$ cat src/hdl/sac_consts.svh
/*
 Constants for the converter control block: register addresses, field positions,
 reset values and clock-rate counts.
 Assumes a 125 MHz core clock and an 8-bit special-register space.
*/
`ifndef SAC_CONSTS_SVH
`define SAC_CONSTS_SVH

`define SAC_ADDR_CHSEL      8'h0A
`define SAC_ADDR_RES_LO     8'h0B
`define SAC_ADDR_RES_HI     8'h0C
`define SAC_ADDR_CLKCTL     8'h0D
`define SAC_GO_BIT          7
`define SAC_CHSEL_RST       8'h1F
`define SAC_RES_LO_RST      8'h00
`define SAC_RES_HI_RST      8'h00
`define SAC_CLKCTL_RST      8'h00
`define SAC_NUM_CHAN        24
`define SAC_CONV_CLOCKS     12
`define SAC_SYS_HZ          125000000
`define SAC_CONV_HZ_FAST    256000
// Fastest divider count; slower settings double it per step
`define SAC_DIV_FAST        ((`SAC_SYS_HZ) / (`SAC_CONV_HZ_FAST))

`endif

$ cat src/hdl/sac_pkg.sv
/*
 Types shared by the converter control files.
 Assumes the constants header is included by users where needed.
*/
package sac_pkg;
   typedef enum logic [1:0] {
      SAC_IDLE,
      SAC_CONV,
      SAC_DONE
   } sac_state_t;
endpackage

$ cat src/hdl/sac_step_if.sv
/*
 Interface between the control top and its conversion clock divider.
 Assumes both ends share sys_clk.
*/
`timescale 1ns/1ns
`default_nettype none
interface sac_step_if;
   logic [1:0] rate_sel;
   logic       run;
   logic       tick;
   modport ctrl (output rate_sel, output run, input tick);
   modport div  (input rate_sel, input run, output tick);
endinterface
`default_nettype wire

$ cat src/hdl/sac_clk_div.sv
/*
 Conversion clock divider: one-cycle tick per conversion clock period.
 Assumes run drops between conversions so each one restarts phase.
*/
`timescale 1ns/1ns
`default_nettype none
`include "sac_consts.svh"
module sac_clk_div #(
   parameter int DIV_FAST = `SAC_DIV_FAST
) (
   input  wire logic sys_clk,
   input  wire logic nrst,
   sac_step_if.div   stp
);
   typedef struct packed {
      logic [15:0] cnt;
      logic        tick;
   } sac_div_st_t;

   sac_div_st_t st_r;
   sac_div_st_t st_nxt;
   logic [15:0] limit;

   assign limit = 16'((DIV_FAST << stp.rate_sel) - 1);

   always_comb begin
      st_nxt = st_r;
      st_nxt.tick = 1'b0;
      if (!stp.run) begin
         st_nxt.cnt = 16'h0000;
      end else if (st_r.cnt >= limit) begin
         st_nxt.cnt = 16'h0000;
         st_nxt.tick = 1'b1;
      end else begin
         st_nxt.cnt = st_r.cnt + 16'h0001;
      end
   end

   always_ff @(posedge sys_clk or negedge nrst) begin
      if (!nrst) begin
         st_r <= '0;
      end else begin
         st_r <= st_nxt;
      end
   end

   assign stp.tick = st_r.tick;
endmodule
`default_nettype wire

$ cat src/hdl/sac_ctrl.sv
/*
 Converter control: channel select, go flag, clock select, result registers,
 successive-approximation sequencer and analog pin enables.
 Assumes a core bus with byte address, write strobe and combinational read;
 the analog comparator answers cmp_high within one cycle of a trial code.
*/
`timescale 1ns/1ns
`default_nettype none
`include "sac_consts.svh"
module sac_ctrl #(
   parameter int DIV_FAST = `SAC_DIV_FAST
) (
   input  wire logic       sys_clk,
   input  wire logic       nrst,
   input  wire logic [7:0] reg_addr,
   input  wire logic       reg_wr,
   input  wire logic [7:0] reg_wdata,
   output logic      [7:0] reg_rdata,
   output logic            reg_hit,
   input  wire logic       bank_sel,
   output logic      [7:0] trial_code_hi,
   output logic      [1:0] trial_code_lo,
   input  wire logic       cmp_high,
   output logic      [7:0] port5_ana_en,
   output logic      [7:0] port8_ana_en,
   output logic      [7:0] port6_ana_en,
   output logic            busy
);
   typedef struct packed {
      sac_pkg::sac_state_t state;
      logic                go;
      logic [4:0]          chan;
      logic [1:0]          rate;
      logic [9:0]          result;
      logic [9:0]          trial;
      logic [3:0]          step;
      logic [2:0]          bank_s;
      logic [2:0]          cmp_s;
      logic                bank_f;
      logic                cmp_f;
   } sac_st_t;

   localparam logic [7:0] CHSEL_RST = `SAC_CHSEL_RST;

   sac_st_t     st_r;
   sac_st_t     st_nxt;
   sac_step_if  stp ();
   logic        sel_chsel;
   logic        sel_lo;
   logic        sel_hi;
   logic        sel_clk;
   logic        bank_on;
   logic        cmp_bit;
   logic [23:0] ana_en;

   sac_clk_div #(
      .DIV_FAST (DIV_FAST)
   ) u_div (
      .sys_clk (sys_clk),
      .nrst    (nrst),
      .stp     (stp)
   );

   assign stp.rate_sel = st_r.rate;
   assign stp.run      = (st_r.state == sac_pkg::SAC_CONV);

   // Bank bit and comparator are asynchronous; a change counts once stages two and three
   // agree, otherwise the last agreed level holds so a glitch cannot flip either
   assign bank_on = (st_r.bank_s[2] == st_r.bank_s[1]) ? st_r.bank_s[1] : st_r.bank_f;
   assign cmp_bit = (st_r.cmp_s[2] == st_r.cmp_s[1]) ? st_r.cmp_s[1] : st_r.cmp_f;

   always_comb begin
      sel_chsel = 1'b0;
      sel_lo    = 1'b0;
      sel_hi    = 1'b0;
      sel_clk   = 1'b0;
      if (!bank_on) begin
         sel_chsel = 1'b0;
      end else if (reg_addr == `SAC_ADDR_CHSEL) begin
         sel_chsel = 1'b1;
      end else if (reg_addr == `SAC_ADDR_RES_LO) begin
         sel_lo = 1'b1;
      end else if (reg_addr == `SAC_ADDR_RES_HI) begin
         sel_hi = 1'b1;
      end else if (reg_addr == `SAC_ADDR_CLKCTL) begin
         sel_clk = 1'b1;
      end
   end

   assign reg_hit = sel_chsel | sel_lo | sel_hi | sel_clk;

   always_comb begin
      reg_rdata = 8'h00;
      if (sel_chsel) begin
         reg_rdata = {st_r.go, 2'b00, st_r.chan};
      end else if (sel_lo) begin
         reg_rdata = {st_r.result[1:0], 6'b00_0000};
      end else if (sel_hi) begin
         reg_rdata = st_r.result[9:2];
      end else if (sel_clk) begin
         reg_rdata = {6'b00_0000, st_r.rate};
      end
   end

   always_comb begin
      st_nxt = st_r;
      st_nxt.bank_s = {st_r.bank_s[1:0], bank_sel};
      st_nxt.cmp_s  = {st_r.cmp_s[1:0], cmp_high};
      st_nxt.bank_f = bank_on;
      st_nxt.cmp_f  = cmp_bit;
      if (sel_clk && reg_wr) begin
         st_nxt.rate = reg_wdata[1:0];
      end
      if (sel_chsel && reg_wr) begin
         st_nxt.chan = reg_wdata[4:0];
         // start on 0 to 1; a 1 to 0 write cannot abort
         if (reg_wdata[`SAC_GO_BIT] && !st_r.go) begin
            st_nxt.go = 1'b1;
         end
      end
      case (st_r.state)
         sac_pkg::SAC_IDLE: begin
            if (st_nxt.go) begin
               st_nxt.state = sac_pkg::SAC_CONV;
               st_nxt.step  = 4'h0;
               st_nxt.trial = 10'h200;
            end
         end
         sac_pkg::SAC_CONV: begin
            // twelve conversion clocks: ten bit trials plus two
            if (stp.tick) begin
               st_nxt.step = st_r.step + 4'h1;
               // binary search one bit per clock
               if (st_r.step < 4'd10) begin
                  if (cmp_bit) begin
                     st_nxt.trial[4'd9 - st_r.step] = 1'b0;
                  end
                  if (st_r.step < 4'd9) begin
                     st_nxt.trial[4'd8 - st_r.step] = 1'b1;
                  end
               end
               if (st_r.step == 4'(`SAC_CONV_CLOCKS - 1)) begin
                  st_nxt.result = st_r.trial;
                  st_nxt.state  = sac_pkg::SAC_DONE;
               end
            end
         end
         sac_pkg::SAC_DONE: begin
            // go cleared a cycle after transfer
            st_nxt.go    = 1'b0;
            st_nxt.state = sac_pkg::SAC_IDLE;
         end
         default: begin
            st_nxt.state = sac_pkg::SAC_IDLE;
         end
      endcase
   end

   always_ff @(posedge sys_clk or negedge nrst) begin
      if (!nrst) begin
         st_r.state  <= sac_pkg::SAC_IDLE;
         st_r.go     <= CHSEL_RST[`SAC_GO_BIT];
         st_r.chan   <= CHSEL_RST[4:0];
         st_r.rate   <= 2'(`SAC_CLKCTL_RST);
         st_r.result <= 10'h000;
         st_r.trial  <= 10'h000;
         st_r.step   <= 4'h0;
         st_r.bank_s <= 3'b000;
         st_r.cmp_s  <= 3'b000;
         st_r.bank_f <= 1'b0;
         st_r.cmp_f  <= 1'b0;
      end else begin
         st_r <= st_nxt;
      end
   end

   // pin mapping, one pin, codes above 23 select none
   genvar gi;
   generate
      for (gi = 0; gi < `SAC_NUM_CHAN; gi = gi + 1) begin : g_en
         assign ana_en[gi] = (st_r.chan == 5'(gi));
      end
   endgenerate

   assign port5_ana_en  = ana_en[7:0];
   assign port8_ana_en  = ana_en[15:8];
   assign port6_ana_en  = ana_en[23:16];
   assign trial_code_hi = st_r.trial[9:2];
   assign trial_code_lo = st_r.trial[1:0];
   assign busy          = st_r.go;

   chk_go_clears: assert property (@(posedge sys_clk) disable iff (!nrst)
      (st_r.state == sac_pkg::SAC_DONE) |=> !st_r.go)
      else $error("go flag not cleared after done");
   chk_result_first: assert property (@(posedge sys_clk) disable iff (!nrst)
      $fell(st_r.go) |-> $past(st_r.state) == sac_pkg::SAC_DONE)
      else $error("go cleared without result transfer");
   chk_one_pin: assert property (@(posedge sys_clk) disable iff (!nrst)
      $countones(ana_en) <= 1)
      else $error("more than one analog pin enabled");
   chk_no_pin_hi: assert property (@(posedge sys_clk) disable iff (!nrst)
      (st_r.chan >= 5'd24) |-> (ana_en == 24'h00_0000))
      else $error("high code enabled a pin");
   chk_pin_map: assert property (@(posedge sys_clk) disable iff (!nrst)
      (st_r.chan == 5'd16) |-> port6_ana_en[0])
      else $error("code 16 not routed to port 6 bit 0");
   chk_start_edge: assert property (@(posedge sys_clk) disable iff (!nrst)
      (st_r.state == sac_pkg::SAC_IDLE && st_r.go) |=> st_r.state == sac_pkg::SAC_CONV)
      else $error("start not taken");
   chk_bank_gate: assert property (@(posedge sys_clk) disable iff (!nrst)
      !bank_on |-> !reg_hit && reg_rdata == 8'h00)
      else $error("register visible with bank clear");
   chk_low_zero: assert property (@(posedge sys_clk) disable iff (!nrst)
      sel_lo |-> reg_rdata[5:0] == 6'b00_0000)
      else $error("low result low bits not zero");
   chk_high_map: assert property (@(posedge sys_clk) disable iff (!nrst)
      sel_hi |-> reg_rdata == st_r.result[9:2])
      else $error("high result layout wrong");
   chk_twelve_ticks: assert property (@(posedge sys_clk) disable iff (!nrst)
      (stp.tick && st_r.step == 4'd11) |=> st_r.state == sac_pkg::SAC_DONE)
      else $error("conversion did not end at twelfth clock");
   chk_rate_slow: assert property (@(posedge sys_clk) disable iff (!nrst)
      (stp.tick && st_r.rate == 2'b11 && st_r.state == sac_pkg::SAC_CONV && $stable(st_r.rate))
      |=> !stp.tick [*8])
      else $error("slowest rate ticks too often");
   chk_bit_search: assert property (@(posedge sys_clk) disable iff (!nrst)
      (st_r.state == sac_pkg::SAC_IDLE && st_r.go) |=> st_r.trial == 10'h200)
      else $error("search does not start at midscale");
endmodule
`default_nettype wire

$ cat config.mk
export PLATFORM = sky130hd
export DESIGN_NAME = sac_ctrl
export DESIGN_NICKNAME = d
export VERILOG_FILES = /design/src/hdl/sac_pkg.sv /design/src/hdl/sac_step_if.sv /design/src/hdl/sac_clk_div.sv /design/src/hdl/sac_ctrl.sv
export VERILOG_INCLUDE_DIRS = /design/src /design/src/hdl
export SDC_FILE = /design/constraint.sdc
export NUM_CORES = 1
export LEC_CHECK = 0
export ABC_AREA = 1
export BUFFER_PORTS_ARGS = -buffer_cell sky130_fd_sc_hd__buf_2
export CORE_MARGIN = 2
export CORE_UTILIZATION = 53
export DETAILED_ROUTE_END_ITERATION = 10
export PLACE_DENSITY = 0.76
export SETUP_SLACK_MARGIN = 0.5
export SLEW_MARGIN = 20
export SYNTH_ARGS = -nofsm -noshare
export SYNTH_HDL_FRONTEND = slang
export SYNTH_SLANG_ARGS = --single-unit
$ cat constraint.sdc
create_clock -name sys_clk -period 4.09 [get_ports sys_clk]
set_clock_uncertainty 0.2 [all_clocks]
set_input_delay 1.227 -clock sys_clk [delete_from_list [all_inputs] [get_ports sys_clk]]
set_output_delay 1.227 -clock sys_clk [all_outputs]
set_load 0.05 [all_outputs]
==> run summary, run 1 <==
CTS tree - yes
worst path cell trace - buf_8 > nor2_4 > nand2_4 > buf_4 > inv_2 > nand2_2 > inv_2 > nand2_4 > clkinv_4 > nand2_2 > a21oi_4 > buf_6
Area growth, synth to finish - 17.2%
commonest cells after routing, fill and taps aside - nand2_1, nor2_1, dfrtp_1
Initial Utilization - 54.0%
final setup vio count - 0
die height - 89.3 um
Critical Path End Type - primary output
Top FF cell, synth - dfrtp_1
ANT nets after route - 0
fin nets - 623
CTS H-tree lvls - 3
Site Rows - 31
chip width - 89.3 um
fillcell total - 646
RR Startpoint - stp.rate_sel[1]
simple-gate share of the synthesized area - 32.6%
critical path required time - 2660 ps
minimum clock period - 3870 ps
Max Cap Violations - 0
vias in the first global route - 3287
final cell count without fillers - 682
commonest non-fill, non-tap cell in the layout - nand2_1
XOR/XNOR Fraction of Synth Area - 1.36%
CTS Buf Count - 9
RSZ-0062 raised after global routing - yes
HPWL Detailed - 6710 um
post-synth cell types - 40
fraction of layout cells with a size suffix above 1 - 23.7%
CP peak stage delay - 170 ps
Seq/Total Area, Yosys - 38.4%
R2R cell count - 8
grt ovf - 0
Hold WC Path Type - flop to flop
first-pass GRT wire length - 14700 um
compound-gate portion of the synthesized area - 10.1%
area of the multi-input gates - 0.00207 sq mm
Placed Area - 0.00418 sq mm
final RePlAce weighted congestion - 0.906
Fin. Hold Viols - 0
CP delay by family, top - buffers and inverters
reg2reg end - u_div.st_r[16]
crit path buf inv count - 6
CTS Buffer Depth - 2
cell depth of the worst hold path - 0
Fin Setup TNS - 0 ps
hold path start - st_nxt[3]
final instance area - 0.00452 sq mm
die area - 0.00798 sq mm
count of input and output buffers - 62
status - finished, final reports clean
Remaining DRCs - 0
gr usage total - 24.0%
synth warn - 0
fmax - 258 MHz
largest family of logic cells by synthesized area - simple AND/OR/NAND/NOR gates
crit share post-route - 94.6%
mux contribution to synthesized area - 0%
I/O pins - 65
clock latency on the worst-skew pair - 340 ps
Clock transition at path regs - 60 ps
Power Dens Cells - 474 mW/mm^2
root buffer cell - clkbuf_8
CP Class - input port to primary output
CP arrival - 2440 ps
drt first-iter violations - 273
Post-Syn Area - 0.00386 sq mm
Antenna diodes - 0
Worst Hold End - st_nxt[4]
hold_buf cts - 0
Worst Tran Pin Value - 671 ps
CP max stage cell - buf_6
DR pass1 iterations - 5
CP Max Fanout - 7
clock sink total - 59
Register Area - 0.00148 sq mm
crit start category - input port
Syn Inst Count - 516
vias - 3605
final wirelength - 9380 um
Post-Synth Adder-Cell Area - 7.78%
worst relative slew slack - 55.3%
Post-synth EDFFs - 0
average cell area after synthesis - 7.48 sq um
Leakage - 2.31 nW
CORE AREA - 0.00714 sq mm
R2R Setup Slk - 1610 ps
asr flop ratio synth - 100%
pin count of the biggest net entering global routing - 32
Peak VDD IR - 0.000420 V
placed cell count - 658
antenna violations before repair - 0
number of vias per cell - 5.29
Final Slew Violations - 0
#FFs+latches synth - 59
drt wl/cell - 13.7 um
layout make-up:
| type | count | share of cell area [%] |
|---|---|---|
| clock buffer | 14 | 3.60 |
| clock inverter | 2 | 0.221 |
| inverter | 57 | 4.90 |
| multi-input combinational | 380 | 45.8 |
| sequential | 59 | 32.8 |
| tap | 99 | 2.74 |
| timing repair buffer | 71 | 9.94 |
flip-flops by register name, indices dropped and copies added (netlist names):
name	flops
trial_code_hi	8
u_div.st_r	16
u_div.stp.tick	1
st_nxt	4
trial_code_lo	2
st_r	25
busy	1
stp.rate_sel	2
Yosys cell counts (2+ instances only):
cell / number / share of area [%]
nand3_2: 2 / 0.52
nor2_1: 66 / 6.4
xor2_1: 4 / 0.91
nand3_1: 32 / 4.2
dfstp_2: 5 / 3.4
clkbuf_1: 3 / 0.29
buf_4: 13 / 2.5
buf_2: 2 / 0.26
nor3_1: 12 / 1.6
o21ai_1: 13 / 1.7
inv_1: 44 / 4.3
buf_6: 3 / 0.88
ha_1: 24 / 7.8
o211ai_1: 4 / 0.78
nor2_2: 7 / 1.1
xnor2_1: 2 / 0.45
nand2_1: 125 / 12
or2_2: 2 / 0.32
dfrtp_1: 54 / 35
a21o_1: 2 / 0.39
inv_2: 11 / 1.1
a31o_2: 2 / 0.45
o21ai_0: 20 / 2.6
nor2_4: 3 / 0.88
o21bai_1: 2 / 0.39
nand2_2: 5 / 0.81
nand4_1: 19 / 3.1
a21oi_1: 23 / 3.0
where the power goes:
part / leakage [nW] / internal [W] / switching, W / total (W)
sequential: 0.761 / 0.000681 / 0.000115 / 0.000796
clock: 0.0905 / 0.000252 / 0.000224 / 0.000476
combinational: 1.46 / 0.000271 / 0.000598 / 0.000869
routing by layer:
layer  up-vias  part of all wire, %  global-route usage [%]
met5         -                    0                       0
met4         0                  1.3                    9.63
met3        13                  6.2                    5.26
met2       122                   47                    39.7
met1      1673                   45                    30.7
li1       1797                    -                       -
how the worst max path moves through the flow:
stage,slack (ps),from,endpoint,depth (start not counted)
4_1_cts,310,reg_addr[7],reg_rdata[0],7
5_1_grt,150,reg_addr[5],reg_rdata[1],12
3_3_place_gp,220,reg_addr[7],reg_rdata[0],7
3_5_place_dp,170,reg_addr[5],reg_rdata[7],11
6_report,220,reg_addr[5],reg_rdata[7],12
2_1_floorplan,70,reg_addr[7],reg_rdata[0],5
logic make-up after synthesis:
family	count (synthesis)
other cells	1
compound gates	70
xor+xnor	6
buf+inv	78
simple gates	278
flops	59
fa+ha+maj	24
metrics by stage:
step                total power, W  utilization, %  hold slack (ps)  setup slack (ps)
floorplan                  0.00151               -              131              66.8
global placement           0.00163            58.6              138               217
detailed placement         0.00166            58.6              138               170
CTS                        0.00214            62.3              155               308
global route               0.00231            63.3              168               150
finish                     0.00214            63.3              154               221
what timing repair did:
action                                  4_1_cts  5_1_grt
buffers inserted                              3        5
endpoints found under the setup margin        9        9
pin swaps                                     0        2
gates resized for setup                      21       10
No activity file was read; power rests on OpenSTA's default activity.
==> inputs of run 2 (changes only) <==
PLACE_DENSITY = 0.78   (was 0.76)
==> run summary, run 2 (synthesized netlist as in run 1, its figures left out) <==
pin count of the biggest net entering global routing - 32
CP Max Fanout - 6
vias in the first global route - 3256
Clk network pwr share - 23.8%
final RePlAce weighted congestion - 0.850
Site Rows - 31
fmax - 264 MHz
fraction of layout cells with a size suffix above 1 - 22.5%
grt ovf - 0
Fin Setup TNS - 0 ps
Logic pwr share - 39.9%
Initial Utilization - 54.0%
CTS Buf Count - 9
Layout Utilization - 62.9%
DP Worst Slack - 203 ps
CP arrival - 2360 ps
CP Class - input port to primary output
I/O pins - 65
ANT nets after route - 0
hold_ws - 142 ps
commonest cells after routing, fill and taps aside - nand2_1, nor2_1, dfrtp_1
Fin. Hold Viols - 0
minimum clock period - 3780 ps
count of input and output buffers - 62
crit start category - input port
Critical Path End Type - primary output
RSZ-0062 raised after global routing - yes
gr busiest metal - met2
CTS tree - yes
Remaining DRCs - 0
Hold WC Path Type - flop to flop
root buffer cell - clkbuf_8
antenna violations before repair - 0
Reg with most FFs - st_r
DR pass1 iterations - 5
hold_buf cts - 0
M1 GR Usage - 30.6%
Peak VDD IR - 0.000344 V
Area growth, synth to finish - 16.4%
Leakage - 2.29 nW
Max Cap Violations - 0
P_int - 0.00125 W
met2 GRT Util - 39.3%
critical path required time - 2660 ps
vias - 3568
status - finished, final reports clean
clock latency on the worst-skew pair - 350 ps
commonest non-fill, non-tap cell in the layout - nand2_1
CTS Buffer Depth - 2
Clock transition at path regs - 70 ps
HPWL Detailed - 6700 um
worst setup margin - 305 ps
worst relative slew slack - 54.0%
met3 Use GR - 4.62%
number of vias per cell - 5.26
Antenna diodes - 0
P_sw - 0.000949 W
gr usage total - 23.7%
Final Slew Violations - 0
Worst Tran Pin Value - 690 ps
die height - 89.3 um
Switching Share - 43.2%
fin nets - 619
crit share post-route - 92.5%
drt wl/cell - 13.2 um
Pwr Total - 0.00220 W
chip width - 89.3 um
drt first-iter violations - 271
Power Dens Cells - 489 mW/mm^2
clock sink total - 59
final wirelength - 8960 um
max reg flops - 25
sequential share of power - 36.3%
CTS H-tree lvls - 3
first-pass GRT wire length - 14500 um
final setup vio count - 0
die area - 0.00798 sq mm
CORE AREA - 0.00714 sq mm
[run 2: cell count changes in the layout (fill, tap and decap cells not counted), sizes merged]
cell	delta
buf	-4
bufinv	+1
clkbuf	-1
[run 2: per-stage QoR]
stage / cells / instance area (sq um)
final: 678 / 4490
after global routing: 678 / 4490
after CTS: 678 / 4470
after detailed placement: 659 / 4190
after global placement: 659 / 4190
after floorplan: 517 / 3890
[run 2: area by class of cell]
type | count | area [sq um]
fillers | 651 | 2650
flip-flops and latches | 59 | 1480
inverters | 57 | 221
repair buffers | 67 | 418
clock inverters | 3 | 40.0
well taps | 99 | 124
multi-input cells | 380 | 2050
clock buffers | 13 | 149
[run 2: critical path: stages]
cell	delay [ps]
buf_6	90
nor2_4	110
nand2_4	80
nor4_4	220
nand3_2	200
o211ai_1	200
buf_4	230
[run 2: power groups by stage]
stage,sequential (W),combinational [W],clock (W)
global placement,0.000798,0.000841,0
finish,0.000798,0.000876,0.000521
floorplan,0.000763,0.000751,0
global route,0.000814,0.000987,0.000559
CTS,0.000796,0.000871,0.000532
detailed placement,0.000806,0.000861,0
[run 2: per-layer routing]
layer	wire, um	up-vias
met5	0	-
li1	-	1792
met4	112	0
met3	594	9
met1	4050	1639
met2	4200	128
[run 2: path summary, 6_finish.rpt]
check                           startpoint       endpoint  slack (ps)  depth (start not counted)
setup / recovery               reg_addr[5]   reg_rdata[1]         310                          7
max in group asynchronous             nrst       st_r[10]        2300                          2
min in group asynchronous             nrst      st_nxt[3]         720                          1
setup reg to reg           stp.rate_sel[0]  u_div.st_r[1]        1650                          8
hold / removal                   st_nxt[6]      st_nxt[7]         140                          0
hold reg to reg                  st_nxt[6]      st_nxt[7]         140                          0
[run 2: timing repair]
action | in CTS | in global routing
setup endpoints to repair | 9 | 9
resized for setup | 21 | 3
buffers inserted | 3 | 0
pin swaps | 0 | 1
==> inputs of run 3 (changes only) <==
ABC_AREA = unset   (was 1)
PLACE_DENSITY = 0.79   (was 0.78)
==> run summary, run 3 <==
status - finished, final reports clean
fmax - 248 MHz
final RePlAce weighted congestion - 0.831
Site Rows - 29
Peak VDD IR - 0.000445 V
Top FF cell, synth - dfrtp_1
CP Class - input port to primary output
post-synth cell types - 56
#FFs+latches synth - 59
hold_buf cts - 0
CTS Buffer Depth - 2
Clock transition at path regs - 70 ps
Area contributors post-synth - dfrtp_1, ha_1, mux2_2
reg2reg end - u_div.st_r[5]
Critical Path End Type - primary output
Area growth, synth to finish - 22.9%
max reg flops - 25
Layout Utilization - 67.9%
crit share post-route - 98.6%
RSZ-0062 raised after global routing - yes
minimum clock period - 4030 ps
Leakage - 2.01 nW
critical path endpoint - reg_rdata[1]
Yosys top cell by area - dfrtp_1
grt ovf - 0
fraction of layout cells with a size suffix above 1 - 34.0%
Post-synth EDFFs - 0
Register Area - 0.00148 sq mm
final wirelength - 8310 um
CP Max Fanout - 6
crit start category - input port
CTS H-tree lvls - 3
hold_ws - 150 ps
gr usage total - 23.1%
Reg with most FFs - st_r
commonest non-fill, non-tap cell in the layout - dfrtp_1
final setup vio count - 0
Fin. Hold Viols - 0
most common cell in the netlist - dfrtp_1
fillcell total - 475
Worst Tran Pin Value - 1030 ps
Hold WC Path Type - flop to flop
vias - 2882
clock sink total - 59
area of the multi-input gates - 0.00195 sq mm
root buffer cell - clkbuf_8
worst setup margin - 57.3 ps
pin count of the biggest net entering global routing - 35
worst relative slew slack - 30.9%
Seq/Total Area, Yosys - 42.0%
die height - 85.6 um
CTS Buf Count - 9
Final Slew Violations - 0
area fraction of the dominant cell type after synthesis - 38.3%
Max Cap Violations - 0
I/O pins - 65
commonest cells after routing, fill and taps aside - dfrtp_1, buf_2, nor2_1
DR pass1 iterations - 4
drt wl/cell - 16.6 um
CP arrival - 2610 ps
critical path required time - 2660 ps
drt first-iter violations - 248
R2R Setup Slk - 1250 ps
first-pass GRT wire length - 13500 um
RR Startpoint - stp.rate_sel[1]
count of input and output buffers - 62
synth warn - 0
asr flop ratio synth - 100%
average cell area after synthesis - 9.59 sq um
number of vias per cell - 5.75
Initial Utilization - 55.3%
chip width - 85.6 um
DP Worst Slack - -58.8 ps
Remaining DRCs - 0
vias in the first global route - 2789
ANT nets after route - 0
Power Dens Cells - 510 mW/mm^2
R2R cell count - 9
fin nets - 464
Critical Path Start - reg_addr[5]
CTS tree - yes
die area - 0.00733 sq mm
antenna violations before repair - 0
clock latency on the worst-skew pair - 340 ps
CORE AREA - 0.00639 sq mm
top cells by count, synth - dfrtp_1, nor2_1, nand2_1, ha_1, o21ai_0
HPWL Detailed - 5590 um
Post-Syn Area - 0.00353 sq mm
Syn Inst Count - 368
Antenna diodes - 0
==> run 3: changes by cell type after synthesis, moves of 5 or more <==
cell	before	now
nand2_1	125	30
inv_1	44	14
nor2_1	66	45
nand3_1	32	12
mux2_2	0	18
nand4_1	19	4
o21ai_1	13	1
inv_2	11	0
clkbuf_1	3	11
xor2_1	4	11
nor3_1	12	6
nand2_2	5	0
xnor2_1	2	7
==> run 3: worst min-delay path by stage <==
| stage | from | end | slack [ps] | depth (start not counted) |
|---|---|---|---|---|
| after floorplan | st_nxt[3] | st_nxt[4] | 130 | 0 |
| after global placement | st_nxt[6] | st_nxt[7] | 140 | 0 |
| after detailed placement | st_nxt[6] | st_nxt[7] | 140 | 0 |
| after CTS | st_nxt[6] | st_nxt[7] | 150 | 0 |
| after global routing | st_nxt[6] | st_nxt[7] | 160 | 0 |
| final | st_nxt[6] | st_nxt[7] | 150 | 0 |
==> run 3: power breakdown <==
group,total [W],internal [W],switching (W)
logic,0.000665,0.000197,0.000469
registers,0.000778,0.000665,0.000112
clock network,0.000770,0.000528,0.000242
==> run 3: cell type report <==
type,count,share of cell area [%]
clock buffers,9,2.86
clock inverters,7,3.78
inverters,14,1.21
multi-input cells,267,45.1
flip-flops and latches,59,34.2
well taps,77,2.22
repair buffers,68,10.7
==> run 3: kinds of logic (layout without fill, tap and decap cells) <==
| family | after synthesis | count (layout) | share of synthesized area (%) |
|---|---|---|---|
| adders and majority gates | 26 | 26 | 9.11 |
| and+or+nand+nor | 140 | 140 | 21.2 |
| buffers and inverters | 43 | 98 | 6.49 |
| other | 1 | 2 | 0.106 |
| AOI/OAI and AO/OA | 62 | 62 | 10.6 |
| xor gates and xnor gates | 18 | 18 | 4.47 |
| DFF | 59 | 59 | 42.0 |
| muxes | 19 | 19 | 6.03 |
==> run 3: routing by layer <==
metal,up-vias,GRT usage [%],wire (um)
li1,1355,-,-
met1,1409,29.4,3630
met2,97,39.1,4060
met3,21,3.37,440
met4,0,10.2,180
met5,-,0,0
==> run 3: per-stage QoR <==
stage	power [W]	setup TNS, ps	instance area (sq um)	std cells
after floorplan	0.00134	0	3640	369
after global placement	0.00139	-73.3	3900	482
after detailed placement	0.00142	-193	3900	482
after CTS	0.00221	0	4230	498
after global routing	0.00233	-48.0	4340	501
final	0.00221	0	4340	501
==> run 3: timing repair <==
item	in CTS	in global routing
gates resized for setup	14	19
pin swaps	0	4
endpoints found under the setup margin	9	9
buffers inserted	0	2
cloned	0	1
==> run 3: worst max-delay path, stage by stage <==
cell and delay [ps]:
buf_6 90, nor4_4 280, nand3_2 120, nor3b_4 240
buf_6 140, buf_6 110, nand3_1 120, o21ai_4 100
buf_6 170
